--- src/core/wwc_map.vh ---
`ifndef WWC_MAP_VH
`define WWC_MAP_VH
// Register byte offsets
`define WWC_OFS_WDT_CTRL 12'h000
`define WWC_OFS_SYS_FLAGS 12'h004
`define WWC_OFS_STATUS 12'h008
// Watchdog control fields
`define WWC_KEY_HI 7
`define WWC_KEY_LO 3
`define WWC_SEL_HI 2
`define WWC_SEL_LO 0
`define WWC_KEY_OK_A 5'h0a
`define WWC_KEY_OK_B 5'h15
`define WWC_WDT_CTRL_RST 8'h53
// System flag fields
`define WWC_FLAG_SWR 0
`define WWC_FLAG_KEEP_ON 7
`define WWC_SYS_FLAGS_RST 8'h00
// Status fields
`define WWC_ST_TO 0
`define WWC_ST_PDF 1
`define WWC_ST_ASLEEP 2
`define WWC_ST_STARTUP 3
// Timing counts
`define WWC_CNT_W 18
`define WWC_DEBOUNCE_TICKS 2
`define WWC_SST_FAST_CYC 1024
`define WWC_SST_SLOW_CYC 2
`endif

--- src/core/wwc_watchdog_wake.v ---
`timescale 1ns/1ns
`include "wwc_map.vh"
// How it works
// - Wake on pin edge, interrupt, or overflow
// - Overflow wake also starts watchdog reset
// - Power-down flag: cleared power-up/clear, set halt
// - Per-pin enable, falling edge wakes
// - Pin wake resumes after halt instruction
// - Disabled or stack-full interrupt resumes, stays pending
// - Enabled interrupt with free stack is serviced
// - Flag already set at entry cannot wake
// - Normal wake waits for fast oscillator stable
// - Watchdog counts sub clock, 2^8 to 2^18
// - Period select codes map to fixed timeouts
// - Illegal key resets after 2-3 ticks
// - Illegal key reset sets soft reset flag
// - Software clears soft flag, never sets
// - Flag bits 6..1 read zero
// - Normal timeout: full reset, set timeout flag
// - Asleep timeout: flag, reset PC/SP only
// - Count cleared by soft reset, clear, halt
// - Halt sets power-down, clears timeout, restarts count
module wwc_watchdog_wake #(
    parameter NPIN = 8,
    parameter NIRQ = 4,
    parameter SST_FAST = `WWC_SST_FAST_CYC,
    parameter SST_SLOW = `WWC_SST_SLOW_CYC
) (
    input wire core_clk_i, // 125 MHz core clock
    input wire rst_i, // Async power-up reset, high
    input wire ce_i, // Clock enable, freezes state
    input wire psel_i, // APB select
    input wire penable_i, // APB access phase
    input wire pwrite_i, // APB write
    input wire [11:0] paddr_i, // APB byte address
    input wire [31:0] pwdata_i, // APB write data
    output wire [31:0] prdata_o, // APB read data
    output wire pready_o, // APB ready, always high
    output wire pslverr_o, // APB error on unmapped address
    input wire sub_clock_i, // Slow oscillator level, sampled
    input wire [NPIN-1:0] port_i, // Port pin levels
    input wire [NPIN-1:0] port_wake_enable_i, // Per-pin wake enable
    input wire [NIRQ-1:0] irq_req_i, // Interrupt request flags
    input wire [NIRQ-1:0] irq_en_i, // Interrupt enables
    input wire stack_full_i, // No free stack level
    input wire halt_exec_i, // Stop instruction pulse
    input wire idle_select_i, // High selects idle rather than sleep
    input wire clear_watchdog_instruction_i, // Clear-watchdog instruction pulse
    input wire sysclk_fast_i, // System clock is fast oscillator
    input wire fast_osc_stable_i, // Fast oscillator stable flag
    output reg cpu_run_o, // CPU may execute
    output reg device_reset_o, // Full device reset pulse
    output reg pc_sp_reset_o, // PC and stack pointer reset pulse
    output reg resume_next_o, // Resume after halt pulse
    output reg irq_service_o, // Take interrupt response pulse
    output reg [NIRQ-1:0] irq_wake_src_o, // Interrupt that woke us
    output reg asleep_o, // In sleep or idle
    output reg idle_clk_keep_on_o, // Keep system clock on in idle
    output reg timeout_flag_o, // Watchdog timeout flag
    output reg power_down_flag_o // Power-down flag
);

    // Sequencer states; start-up is its own state so that the
    // oscillator wait can never overlap a fresh halt request.
    // Sleep and idle share one state: the idle choice only
    // decides which clocks the CPU side keeps running.
    localparam ST_RUN = 2'd0; // Executing
    localparam ST_SLEEP = 2'd1; // Low-power state
    localparam ST_START = 2'd2; // Oscillator start-up wait
    localparam CAUSE_PIN = 2'd0; // Woken by port pin
    localparam CAUSE_IRQ = 2'd1; // Woken by interrupt
    localparam CAUSE_WDT = 2'd2; // Woken by overflow

    reg [7:0] wdt_ctrl_reg; // Key and period select
    reg swr_flag_reg; // Soft watchdog reset flag
    reg [`WWC_CNT_W-1:0] wdt_cnt_reg; // Free-running watchdog count
    reg sub_prev_reg; // Last sub clock sample
    reg [NPIN-1:0] pin_prev_reg; // Pins sampled on sub clock
    reg [NIRQ-1:0] irq_armed_reg; // Requests clear at entry
    reg [1:0] state_reg; // Sequencer state
    reg [1:0] cause_reg; // Recorded wake cause
    reg [10:0] sst_cnt_reg; // Start-up delay counter
    reg [1:0] deb_cnt_reg; // Illegal key debounce ticks

    // Period codes are not evenly spaced: the first four step by
    // two stages, the last four by one. A table is clearer than
    // arithmetic on the code and costs only a few gates.
    // Stage bit whose fall marks overflow for each period code
    function [4:0] wwc_stage;
        input [2:0] sel;
        begin
            case (sel)
                3'd0: wwc_stage = 5'd7;
                3'd1: wwc_stage = 5'd9;
                3'd2: wwc_stage = 5'd11;
                3'd3: wwc_stage = 5'd13;
                3'd4: wwc_stage = 5'd14;
                3'd5: wwc_stage = 5'd15;
                3'd6: wwc_stage = 5'd16;
                default: wwc_stage = 5'd17;
            endcase
        end
    endfunction

    // Only two key patterns keep the watchdog alive; any other
    // value, including all zeros, leads to a soft reset. This
    // makes a stray write far less likely to go unnoticed.
    // Legal key check, used by reset and debounce logic
    function wwc_key_ok;
        input [4:0] key;
        begin
            wwc_key_ok = (key == `WWC_KEY_OK_A) || (key == `WWC_KEY_OK_B);
        end
    endfunction

    // The slow clock is sampled as a level by the core clock, so
    // it must stay high and low for at least one core cycle each.
    // A faster slow clock would lose ticks and stretch timeouts.
    wire sub_tick = sub_clock_i & ~sub_prev_reg; // Sub clock rising edge
    wire [`WWC_CNT_W-1:0] cnt_inc = wdt_cnt_reg + 18'h0_0001; // Next count
    wire [4:0] stage = wwc_stage(wdt_ctrl_reg[`WWC_SEL_HI:`WWC_SEL_LO]);
    // Overflow when the chosen stage falls on a tick
    wire wdt_ovf = sub_tick & wdt_cnt_reg[stage] & ~cnt_inc[stage];
    wire key_bad = ~wwc_key_ok(wdt_ctrl_reg[`WWC_KEY_HI:`WWC_KEY_LO]);
    wire soft_rst = key_bad & sub_tick & (deb_cnt_reg == `WWC_DEBOUNCE_TICKS);
    wire asleep = (state_reg == ST_SLEEP); // Low-power state active
    // Pins only seen on sub ticks so wake works with system clock off
    wire [NPIN-1:0] pin_fall = pin_prev_reg & ~port_i & port_wake_enable_i & {NPIN{sub_tick}};
    wire [NIRQ-1:0] irq_hit = irq_req_i & irq_armed_reg;
    wire irq_wake = |irq_hit; // Any armed request
    wire pin_wake = |pin_fall; // Any qualified pin edge
    wire wdt_wake = asleep & wdt_ovf;
    wire sst_done = sysclk_fast_i ? (sst_cnt_reg == SST_FAST[10:0]) : (sst_cnt_reg == SST_SLOW[10:0]);
    // Normal-mode wake also needs the fast oscillator settled
    wire start_ok = sst_done & (~sysclk_fast_i | fast_osc_stable_i);
    wire full_rst = soft_rst | (wdt_ovf & ~asleep); // Device-wide reset

    // Register access. Every register answers at once, so ready
    // is tied high; a master that waits for ready still works.
    // Unmapped offsets flag an error and read back zero.
    // APB decode, zero wait states
    wire acc = psel_i & penable_i; // Access phase
    wire hit_ctrl = (paddr_i == `WWC_OFS_WDT_CTRL); // Watchdog control
    wire hit_flags = (paddr_i == `WWC_OFS_SYS_FLAGS); // System flags
    wire hit_stat = (paddr_i == `WWC_OFS_STATUS); // Status, read-only
    wire mapped = hit_ctrl | hit_flags | hit_stat; // Any known register
    wire wr_ctrl = acc & pwrite_i & hit_ctrl & ce_i; // Control write
    wire wr_flags = acc & pwrite_i & hit_flags & ce_i; // Flags write

    assign pready_o = 1'b1;
    assign pslverr_o = acc & ~mapped;

    // Read mux; bits 6..1 of flags read zero
    reg [31:0] rd_mux;
    always @*
    begin
        rd_mux = 32'h0000_0000;
        if (hit_ctrl)
            rd_mux[7:0] = wdt_ctrl_reg;
        else if (hit_flags)
        begin
            rd_mux[`WWC_FLAG_KEEP_ON] = idle_clk_keep_on_o;
            rd_mux[`WWC_FLAG_SWR] = swr_flag_reg;
        end
        else if (hit_stat)
        begin
            rd_mux[`WWC_ST_TO] = timeout_flag_o;
            rd_mux[`WWC_ST_PDF] = power_down_flag_o;
            rd_mux[`WWC_ST_ASLEEP] = asleep;
            rd_mux[`WWC_ST_STARTUP] = (state_reg == ST_START);
        end
    end
    assign prdata_o = rd_mux;

    // Register file and flags.
    // Every flag that hardware sets and software clears gives the
    // hardware event priority, so an event in the clearing cycle
    // is never lost. A full reset from this block restores the
    // control defaults but leaves the status flags alone, so
    // software can read why the reset happened.
    always @(posedge core_clk_i or posedge rst_i)
    begin
        if (rst_i)
        begin
            wdt_ctrl_reg <= `WWC_WDT_CTRL_RST;
            swr_flag_reg <= 1'b0;
            idle_clk_keep_on_o <= 1'b0;
            timeout_flag_o <= 1'b0;
            power_down_flag_o <= 1'b0;
        end
        else if (ce_i)
        begin
            // Full reset restores control defaults
            if (full_rst)
                wdt_ctrl_reg <= `WWC_WDT_CTRL_RST;
            else if (wr_ctrl)
                wdt_ctrl_reg <= pwdata_i[7:0];
            // Hardware set wins over software clear
            if (soft_rst)
                swr_flag_reg <= 1'b1;
            else if (wr_flags && !pwdata_i[`WWC_FLAG_SWR])
                swr_flag_reg <= 1'b0;
            if (full_rst)
                idle_clk_keep_on_o <= 1'b0;
            else if (wr_flags)
                idle_clk_keep_on_o <= pwdata_i[`WWC_FLAG_KEEP_ON];
            // Timeout flag set on overflow in any mode
            if (wdt_ovf)
                timeout_flag_o <= 1'b1;
            else if (halt_exec_i && state_reg == ST_RUN)
                timeout_flag_o <= 1'b0;
            // Power-down flag
            if (halt_exec_i && state_reg == ST_RUN)
                power_down_flag_o <= 1'b1;
            else if (clear_watchdog_instruction_i)
                power_down_flag_o <= 1'b0;
        end
    end

    // Watchdog counter and illegal key debounce.
    // The counter never stops: clear events only restart it, so
    // a sleeping device still has its overflow wake source.
    // The debounce counts whole slow ticks; because the bad key
    // lands part way through a tick period, the reset follows
    // between two and three periods later.
    always @(posedge core_clk_i or posedge rst_i)
    begin
        if (rst_i)
        begin
            wdt_cnt_reg <= 18'h0_0000;
            sub_prev_reg <= 1'b0;
            deb_cnt_reg <= 2'd0;
        end
        else if (ce_i)
        begin
            sub_prev_reg <= sub_clock_i;
            // Clear events restart the count, which keeps running
            if (soft_rst || clear_watchdog_instruction_i || (halt_exec_i && state_reg == ST_RUN) || full_rst)
                wdt_cnt_reg <= 18'h0_0000;
            else if (sub_tick)
                wdt_cnt_reg <= cnt_inc;
            // Count ticks while key is bad; first tick partial gives 2-3
            if (!key_bad || soft_rst)
                deb_cnt_reg <= 2'd0;
            else if (sub_tick && deb_cnt_reg != `WWC_DEBOUNCE_TICKS)
                deb_cnt_reg <= deb_cnt_reg + 2'd1;
        end
    end

    // Sleep, wake and start-up sequencer.
    // Pin history is sampled on slow ticks in every state, so a
    // pin that falls before the last slow tick ahead of halt is seen as low and
    // cannot cause a false wake. Requests pending at entry are
    // disarmed; only a request that rises while asleep wakes us.
    // The outcome pulses are mutually exclusive and last one cycle.
    always @(posedge core_clk_i or posedge rst_i)
    begin
        if (rst_i)
        begin
            state_reg <= ST_RUN;
            cause_reg <= CAUSE_PIN;
            sst_cnt_reg <= 11'd0;
            pin_prev_reg <= {NPIN{1'b1}};
            irq_armed_reg <= {NIRQ{1'b0}};
            irq_wake_src_o <= {NIRQ{1'b0}};
            cpu_run_o <= 1'b1;
            asleep_o <= 1'b0;
            device_reset_o <= 1'b0;
            pc_sp_reset_o <= 1'b0;
            resume_next_o <= 1'b0;
            irq_service_o <= 1'b0;
        end
        else if (ce_i)
        begin
            device_reset_o <= full_rst;
            pc_sp_reset_o <= 1'b0;
            resume_next_o <= 1'b0;
            irq_service_o <= 1'b0;
            if (sub_tick)
                pin_prev_reg <= port_i;
            case (state_reg)
                ST_RUN:
                begin
                    // Halt enters sleep or idle; idle_select only chooses clocks
                    if (halt_exec_i && !full_rst)
                    begin
                        state_reg <= ST_SLEEP;
                        irq_armed_reg <= ~irq_req_i;
                        cpu_run_o <= 1'b0;
                        asleep_o <= 1'b1;
                    end
                end
                ST_SLEEP:
                begin
                    // Overflow has priority so the reset sequence is seen
                    if (wdt_wake || irq_wake || pin_wake || soft_rst)
                    begin
                        state_reg <= ST_START;
                        sst_cnt_reg <= 11'd0;
                        asleep_o <= 1'b0;
                        irq_wake_src_o <= irq_hit;
                        if (wdt_wake || soft_rst)
                            cause_reg <= CAUSE_WDT;
                        else if (irq_wake)
                            cause_reg <= CAUSE_IRQ;
                        else
                            cause_reg <= CAUSE_PIN;
                    end
                end
                ST_START:
                begin
                    // Count stops at the target so a slow-settling fast
                    // oscillator just holds the CPU here, no wrap hazard
                    if (!sst_done)
                        sst_cnt_reg <= sst_cnt_reg + 11'd1;
                    if (start_ok)
                    begin
                        state_reg <= ST_RUN;
                        cpu_run_o <= 1'b1;
                        case (cause_reg)
                            CAUSE_WDT: pc_sp_reset_o <= ~swr_flag_reg | ~key_bad;
                            // Serviced only if some waking source can be taken now
                            CAUSE_IRQ:
                            begin
                                if ((|(irq_wake_src_o & irq_en_i)) && !stack_full_i)
                                    irq_service_o <= 1'b1;
                                else
                                    resume_next_o <= 1'b1;
                            end
                            default: resume_next_o <= 1'b1;
                        endcase
                    end
                end
                default: state_reg <= ST_RUN;
            endcase
        end
    end

endmodule // wwc_watchdog_wake

--- config.mk ---
export PLATFORM = sky130hd
export DESIGN_NAME = wwc_watchdog_wake
export DESIGN_NICKNAME = d
export VERILOG_FILES = /design/src/core/wwc_watchdog_wake.v
export VERILOG_INCLUDE_DIRS = /design/src /design/src/core
export SDC_FILE = /design/constraint.sdc
export NUM_CORES = 1
export LEC_CHECK = 0
export BUFFER_PORTS_ARGS = -buffer_cell sky130_fd_sc_hd__buf_2
export CAP_MARGIN = 20
export CORE_MARGIN = 2
export CORE_UTILIZATION = 48
export DETAILED_ROUTE_END_ITERATION = 16
export PLACE_DENSITY = 0.87
export SLEW_MARGIN = 20
export SYNTH_ARGS = -nofsm -noshare
export SYNTH_HDL_FRONTEND = slang
export SYNTH_SLANG_ARGS = --single-unit
--- constraint.sdc ---
create_clock -name core_clk_i -period 2.5 [get_ports core_clk_i]
set_input_delay 0.25 -clock core_clk_i [delete_from_list [all_inputs] [get_ports core_clk_i]]
set_output_delay 0.25 -clock core_clk_i [all_outputs]
set_load 0.02 [all_outputs]
==> impl_metrics.py, run 1 <==
metrics = {
    "status": {
        "status": "complete, but fails checks",
        "violations": "negative setup slack",
    },
    "timing": {
        "final_hold_viol_count": 0,
        "rsz0062_at_grt": "yes",
        "tns_ns": -3.49,
        "setup_viol": 41,
        "fin_skew_ns": 0.0152,
        "period_needed_ns": 2.67,
        "post-route-period-util": 1.07,
        "slew_headroom": 0.537,
        "setup_ws_ns": -0.171,
        "timing.fmax_mhz": 374,
        "final_max_slew_viol_count": 0,
        "worst_pin_slew_ns": 0.677,
    },
    "worst_setup_path": {
        "start_kind": "register",
        "cp_num_buf_inv": 2,
        "crit_slowest_cell": "or4_4",
        "required_ns": 2.73,
        "worstPathMaxFanout": 7,
        "max_stage_delay_ns": 0.42,
        "cp_cell_sequence": "ha_2 > nand4_1 > buf_6 > or4_4 > o211ai_1 > o31a_1 > o221a_4 > buf_12 > nor4_2 > a221o_1",
        "reg2reg_depth": 10,
        "crit_cells": 10,
        "critPathKind": "reg -> reg",
        "end_kind": "register",
        "critPathTopFamily": "compound AO/OA/AOI/OAI gates",
        "crit_arrival_ns": 2.90,
    },
    "placement": {
        "place_congestion": 0.913,
        "port_buffers": 77,
        "placed_area_mm2": 0.00527,
        "dp_hpwl_um": 9070,
    },
    "grt": {
        "antenna_found_initial": 0,
        "grt_pass1_vias": 4357,
        "busiest_layer": "met2",
        "grt.total_usage": 0.251,
        "use_met2": 0.425,
        "met3_usage": 0.0411,
        "grt_max_degree": 43,
        "grt_first_pass_wirelength_um": 20100,
        "grt-ovfl-total": 0,
        "globalRouteMet1Util": 0.321,
    },
    "hold_path": {
        "hold_path_class": "in -> reg",
        "whs_path_depth": 2,
    },
    "finish": {
        "largest_reg_flops": 18,
        "final_cell_area_mm2": 0.00577,
        "final_common_cell": "buf_2",
        "mostFrequentLayoutCells": "buf_2 (77), buf_4 (65), dfrtp_1 (56), nand2_1 (49), inv_1 (30)",
        "syn2layout_area_growth_pct": 30.0,
        "diodes": 0,
        "drive_above_1_share": 0.358,
        "final_nets": 721,
        "fillers": 699,
    },
    "detailed_routing": {
        "via_count": 4538,
        "drc_errors": 0,
        "wl_per_cell_um": 17.1,
        "via_per_inst": 6.03,
        "ant_nets": 0,
        "dr.pass1.iters": 5,
        "totalWireLength_um": 12900,
        "dr.first_iter.drc_count": 416,
    },
    "clock_tree": {
        "clkTransAtPathRegs_ns": 0.08,
        "cts_made_buffers": 9,
        "clock_path_buffers": 2,
        "cts_tree": "built",
        "htree_num_levels": 3,
        "cts_sinks": 70,
        "cts-root-buf": "clkbuf_8",
        "clk_latency_ns": 0.36,
    },
    "yosys": {
        "synth_edf_count": 0,
        "synth_ff_type": "dfrtp_1",
        "synth_compound_area_frac": 0.187,
        "synthXorXnorAreaFrac": 0.00592,
        "muxShareOfSynthArea": 0.0561,
        "netlist_instances": 502,
        "ys_seq_area_frac": 0.399,
        "synth.distinct_cells": 69,
        "ys_warn_count": 0,
        "synth_seq_cells": 70,
        "async_reset_ff_frac": 1.00,
        "synth_area_mm2": 0.00444,
        "synthAdderAreaFrac": 0.00846,
        "synth_top_family_by_area": "simple AND/OR/NAND/NOR gates",
        "yosys.area_share.simple": 0.247,
        "syn_avg_cell_area_um2": 8.84,
    },
    "floorplanning": {
        "die_h_um": 100,
        "ios": 128,
        "rows": 35,
        "core-area_mm2": 0.00911,
        "start_util": 0.487,
        "die_w_um": 100,
        "dieArea_mm2": 0.0100,
    },
    "pwr": {
        "p_leak_nw": 2.63,
        "power.density_mw_per_mm2": 622,
        "max-vdd-ir-drop_uv": 509,
    },
    "flow_run": {
        "cap_violations": 0,
    },
}
## metrics by stage
step / hold WS (ns) / worst slack, ns / std cells / total power (W) / util
6_report: 0.0794 / -0.171 / 753 / 0.00359 / 0.633
5_1_grt: 0.0738 / -0.247 / 753 / 0.00377 / 0.633
4_1_cts: 0.0639 / -0.128 / 747 / 0.00356 / 0.618
3_5_place_dp: 0.370 / -0.253 / 726 / 0.00249 / 0.578
3_3_place_gp: 0.356 / -0.149 / 726 / 0.00243 / 0.578
2_1_floorplan: 0.343 / 0.00343 / 525 / 0.00217 / -
## logic make-up (layout without fill, tap and decap cells)
group / count (synthesis) / in the layout
AND/OR/NAND/NOR: 204 / 205
adder cells (fa/ha/maj): 3 / 3
flip-flops: 70 / 70
multiplexers: 24 / 24
other: 2 / 25
XOR/XNOR: 3 / 3
AO/OA/AOI/OAI: 113 / 114
buffers and inverters: 83 / 198
## where the power goes
part           internal, W  switching, W  total (W)
sequential         0.00136      0.000193    0.00155
combinational     0.000395      0.000594   0.000989
clock             0.000571      0.000476    0.00105
total              0.00233       0.00126    0.00359
## area by class of cell
cell class                      instances  area (µm²)  area share
Tap cell                              111         139      0.0241
Sequential cell                        70        1770       0.307
Timing Repair Buffer                  150         997       0.173
Multi-Input combinational cell        374        2520       0.437
Clock buffer                           10         128      0.0221
Clock inverter                          6        93.8      0.0163
Inverter                               32         120      0.0208
## path summary, 6_finish.rpt
kind | start | endpoint | slack (ns)
setup / recovery | wdt_cnt_reg[0] | wdt_cnt_reg[6] | -0.17
hold / removal | irq_req_i[0] | irq_armed_reg[0] | 0.08
setup reg to reg | wdt_cnt_reg[0] | wdt_cnt_reg[6] | -0.17
hold reg to reg | pin_prev_reg[4] | pin_prev_reg[4] | 0.48
max in group asynchronous | rst_i | cpu_run_o | 1.28
min in group asynchronous | rst_i | wdt_cnt_reg[13] | 0.52
## synth_stat cells, drive strengths merged, types with 7 or more instances
master  count  area share
buf        32       0.052
mux2        7       0.018
clkbuf     19       0.016
a21oi      13       0.015
a31oi      12       0.017
nand4      17       0.024
a21o        8       0.014
o21ai      22       0.027
o31ai       8       0.014
nor4       12       0.018
dfstp      13       0.077
mux2i      17       0.038
a22o        9       0.018
dfrtp      57        0.32
inv        31       0.026
nor2       31       0.027
nand2      50       0.043
nand3      24       0.028
nor3       23       0.030
## repair_timing
item	4_1_cts	5_1_grt
hold buffers	1	0
hold endpoints to repair	20	0
resized for setup	16	21
endpoints found under the setup margin	50	54
pin swaps	12	8
cloned	1	1
setup buffers	3	5
## per-layer routing
metal / vias up / wire length [µm]
met1: 2191 / 5290
met3: 35 / 872
met4: 0 / 357
li1: 2065 / -
met5: - / 0
met2: 247 / 6340
No activity file was read; power rests on OpenSTA's default activity.
==> inputs of run 2 (changes only) <==
==> constraint.sdc (replaced) <==
create_clock -name core_clk_i -period 2.28 [get_ports core_clk_i]
set_input_delay 0.228 -clock core_clk_i [delete_from_list [all_inputs] [get_ports core_clk_i]]
set_output_delay 0.228 -clock core_clk_i [all_outputs]
set_load 0.02 [all_outputs]
==> impl_metrics.py, run 2 (synthesized netlist as in run 1, its figures left out) <==
metrics = {
    "status": {
        "status": "complete, but fails checks",
        "violations": "negative setup slack",
    },
    "finish": {
        "register_area_mm2": 0.00177,
        "final_nets": 741,
        "final_common_cell": "buf_2",
        "largest_reg_flops": 18,
        "diodes": 0,
        "fillers": 671,
        "mostFrequentLayoutCells": "buf_2 (77), buf_4 (73), dfrtp_1 (56), nand2_1 (49), inv_1 (30)",
        "multi_input_area_mm2": 0.00267,
        "drive_above_1_share": 0.400,
        "syn2layout_area_growth_pct": 38.3,
        "final_cell_area_mm2": 0.00613,
    },
    "hold_path": {
        "hold_path_class": "in -> reg",
        "whs_path_depth": 2,
        "hold_end": "irq_armed_reg[1]",
        "min_from": "irq_req_i[1]",
    },
    "worst_setup_path": {
        "required_ns": 2.52,
        "crit_slowest_cell": "dfrtp_1",
        "max_stage_delay_ns": 0.39,
        "ff2ff_setup_slack_ns": -0.34,
        "r2r_end": "state_reg[0]",
        "critPathLaunch": "wdt_cnt_reg[1]",
        "r2r-start": "wdt_cnt_reg[1]",
        "worstPathMaxFanout": 6,
        "start_kind": "register",
        "cp_num_buf_inv": 4,
        "critPathTopFamily": "compound AO/OA/AOI/OAI gates",
        "end_kind": "register",
        "crit_top_cell": "buf_6",
        "reg2reg_depth": 12,
        "cp_cell_sequence": "ha_2 > nand4_1 > buf_6 > buf_4 > o31ai_4 > nand3_2 > a41oi_4 > o221a_4 > buf_6 > nor3_4 > buf_12 > a221o_1",
        "critPathKind": "reg -> reg",
        "crit_arrival_ns": 2.87,
    },
    "grt": {
        "grt.total_usage": 0.270,
        "grt_pass1_vias": 4475,
        "grt_max_degree": 71,
        "grt-ovfl-total": 0,
        "antenna_found_initial": 0,
        "grt_first_pass_wirelength_um": 21500,
    },
    "timing": {
        "final_max_slew_viol_count": 0,
        "rsz0062_at_grt": "yes",
        "final_hold_viol_count": 0,
        "setup_ws_ns": -0.343,
        "slew_headroom": 0.628,
        "timing.fmax_mhz": 381,
        "fin_skew_ns": 0.0137,
        "setup_viol": 53,
        "period_needed_ns": 2.62,
        "post-route-period-util": 1.15,
        "worst_pin_slew_ns": 0.552,
    },
    "pwr": {
        "p_int_w": 0.00263,
        "p_leak_nw": 2.80,
        "p_switching_w": 0.00143,
        "combPwrFrac": 0.287,
        "switching_share": 0.352,
        "power.density_mw_per_mm2": 661,
        "max-vdd-ir-drop_uv": 604,
        "clock_power_share": 0.292,
        "seq_power_share": 0.421,
    },
    "detailed_routing": {
        "wl_per_cell_um": 17.7,
        "via_per_inst": 6.00,
        "totalWireLength_um": 13700,
        "dr.first_iter.drc_count": 380,
        "dr.pass1.iters": 5,
        "drc_errors": 0,
        "ant_nets": 0,
        "via_count": 4638,
    },
    "placement": {
        "placed_area_mm2": 0.00539,
        "place_congestion": 0.913,
        "dp_slack_ns": -0.414,
        "port_buffers": 77,
        "dp_hpwl_um": 8850,
    },
    "clock_tree": {
        "htree_num_levels": 3,
        "clk_latency_ns": 0.35,
        "clkTransAtPathRegs_ns": 0.09,
        "clock_path_buffers": 2,
        "cts_sinks": 70,
        "cts_tree": "built",
        "cts-root-buf": "clkbuf_8",
        "cts_made_buffers": 9,
    },
    "flow_run": {
        "cap_violations": 0,
    },
    "floorplanning": {
        "die_h_um": 100,
        "rows": 35,
        "ios": 128,
        "start_util": 0.487,
        "core-area_mm2": 0.00911,
        "dieArea_mm2": 0.0100,
        "die_w_um": 100,
    },
}
run 2: cell count changes in the layout (fill, tap and decap cells not counted), sizes merged:
| cell | delta |
|---|---|
| clkinv | -1 |
| o221a | -1 |
| clkinvlp | +1 |
| buf | +21 |
run 2: repair_timing:
action	4_1_cts	5_1_grt
hold buffers	1	0
gates resized for setup	41	38
gates cloned	2	1
endpoints found under the setup margin	53	54
setup buffers	12	5
endpoints found under the hold margin	57	0
pin swaps	15	19
run 2: layer usage:
layer / global-route usage / share of wire / up-vias / wire (µm)
met3: 0.0501 / 0.065 / 43 / 884
met5: 0 / 0 / - / 0
met4: 0.0917 / 0.030 / 0 / 408
met2: 0.461 / 0.49 / 243 / 6680
met1: 0.347 / 0.42 / 2250 / 5710
li1: - / - / 2102 / -
run 2: worst max-delay path by stage:
stage | to | slack [ns] | depth (start not counted)
2_1_floorplan | wdt_cnt_reg[12] | -0.18 | 10
6_report | state_reg[0] | -0.34 | 12
4_1_cts | state_reg[0] | -0.26 | 11
3_3_place_gp | irq_armed_reg[3] | -0.29 | 9
3_5_place_dp | irq_armed_reg[2] | -0.41 | 9
5_1_grt | state_reg[0] | -0.43 | 11
run 2: cell type report:
type,count,share of cell area
Clock buffer,10,0.0224
Clock inverter,6,0.0151
Inverter,32,0.0196
Multi-Input combinational cell,373,0.436
Sequential cell,70,0.288
Tap cell,111,0.0226
Timing Repair Buffer,171,0.196
run 2: power by group through the flow:
stage	registers (W)	clock network [W]	logic, W
floorplan	0.00173	0	0.000650
global placement	0.00169	0	0.000990
detailed placement	0.00170	0	0.00104
CTS	0.00169	0.00120	0.00110
global route	0.00173	0.00126	0.00127
finish	0.00171	0.00118	0.00116
run 2: metrics by stage:
step | TNS, ns | instances | util | hold WS (ns) | power (W)
after CTS | -8.97 | 771 | 0.653 | 0.0488 | 0.00400
after detailed placement | -12.48 | 741 | 0.592 | 0.341 | 0.00274
after global routing | -17.55 | 773 | 0.673 | 0.0447 | 0.00427
final | -12.73 | 773 | 0.673 | 0.0607 | 0.00406
after floorplan | -5.07 | 525 | - | 0.321 | 0.00238
after global placement | -9.36 | 741 | 0.592 | 0.332 | 0.00268
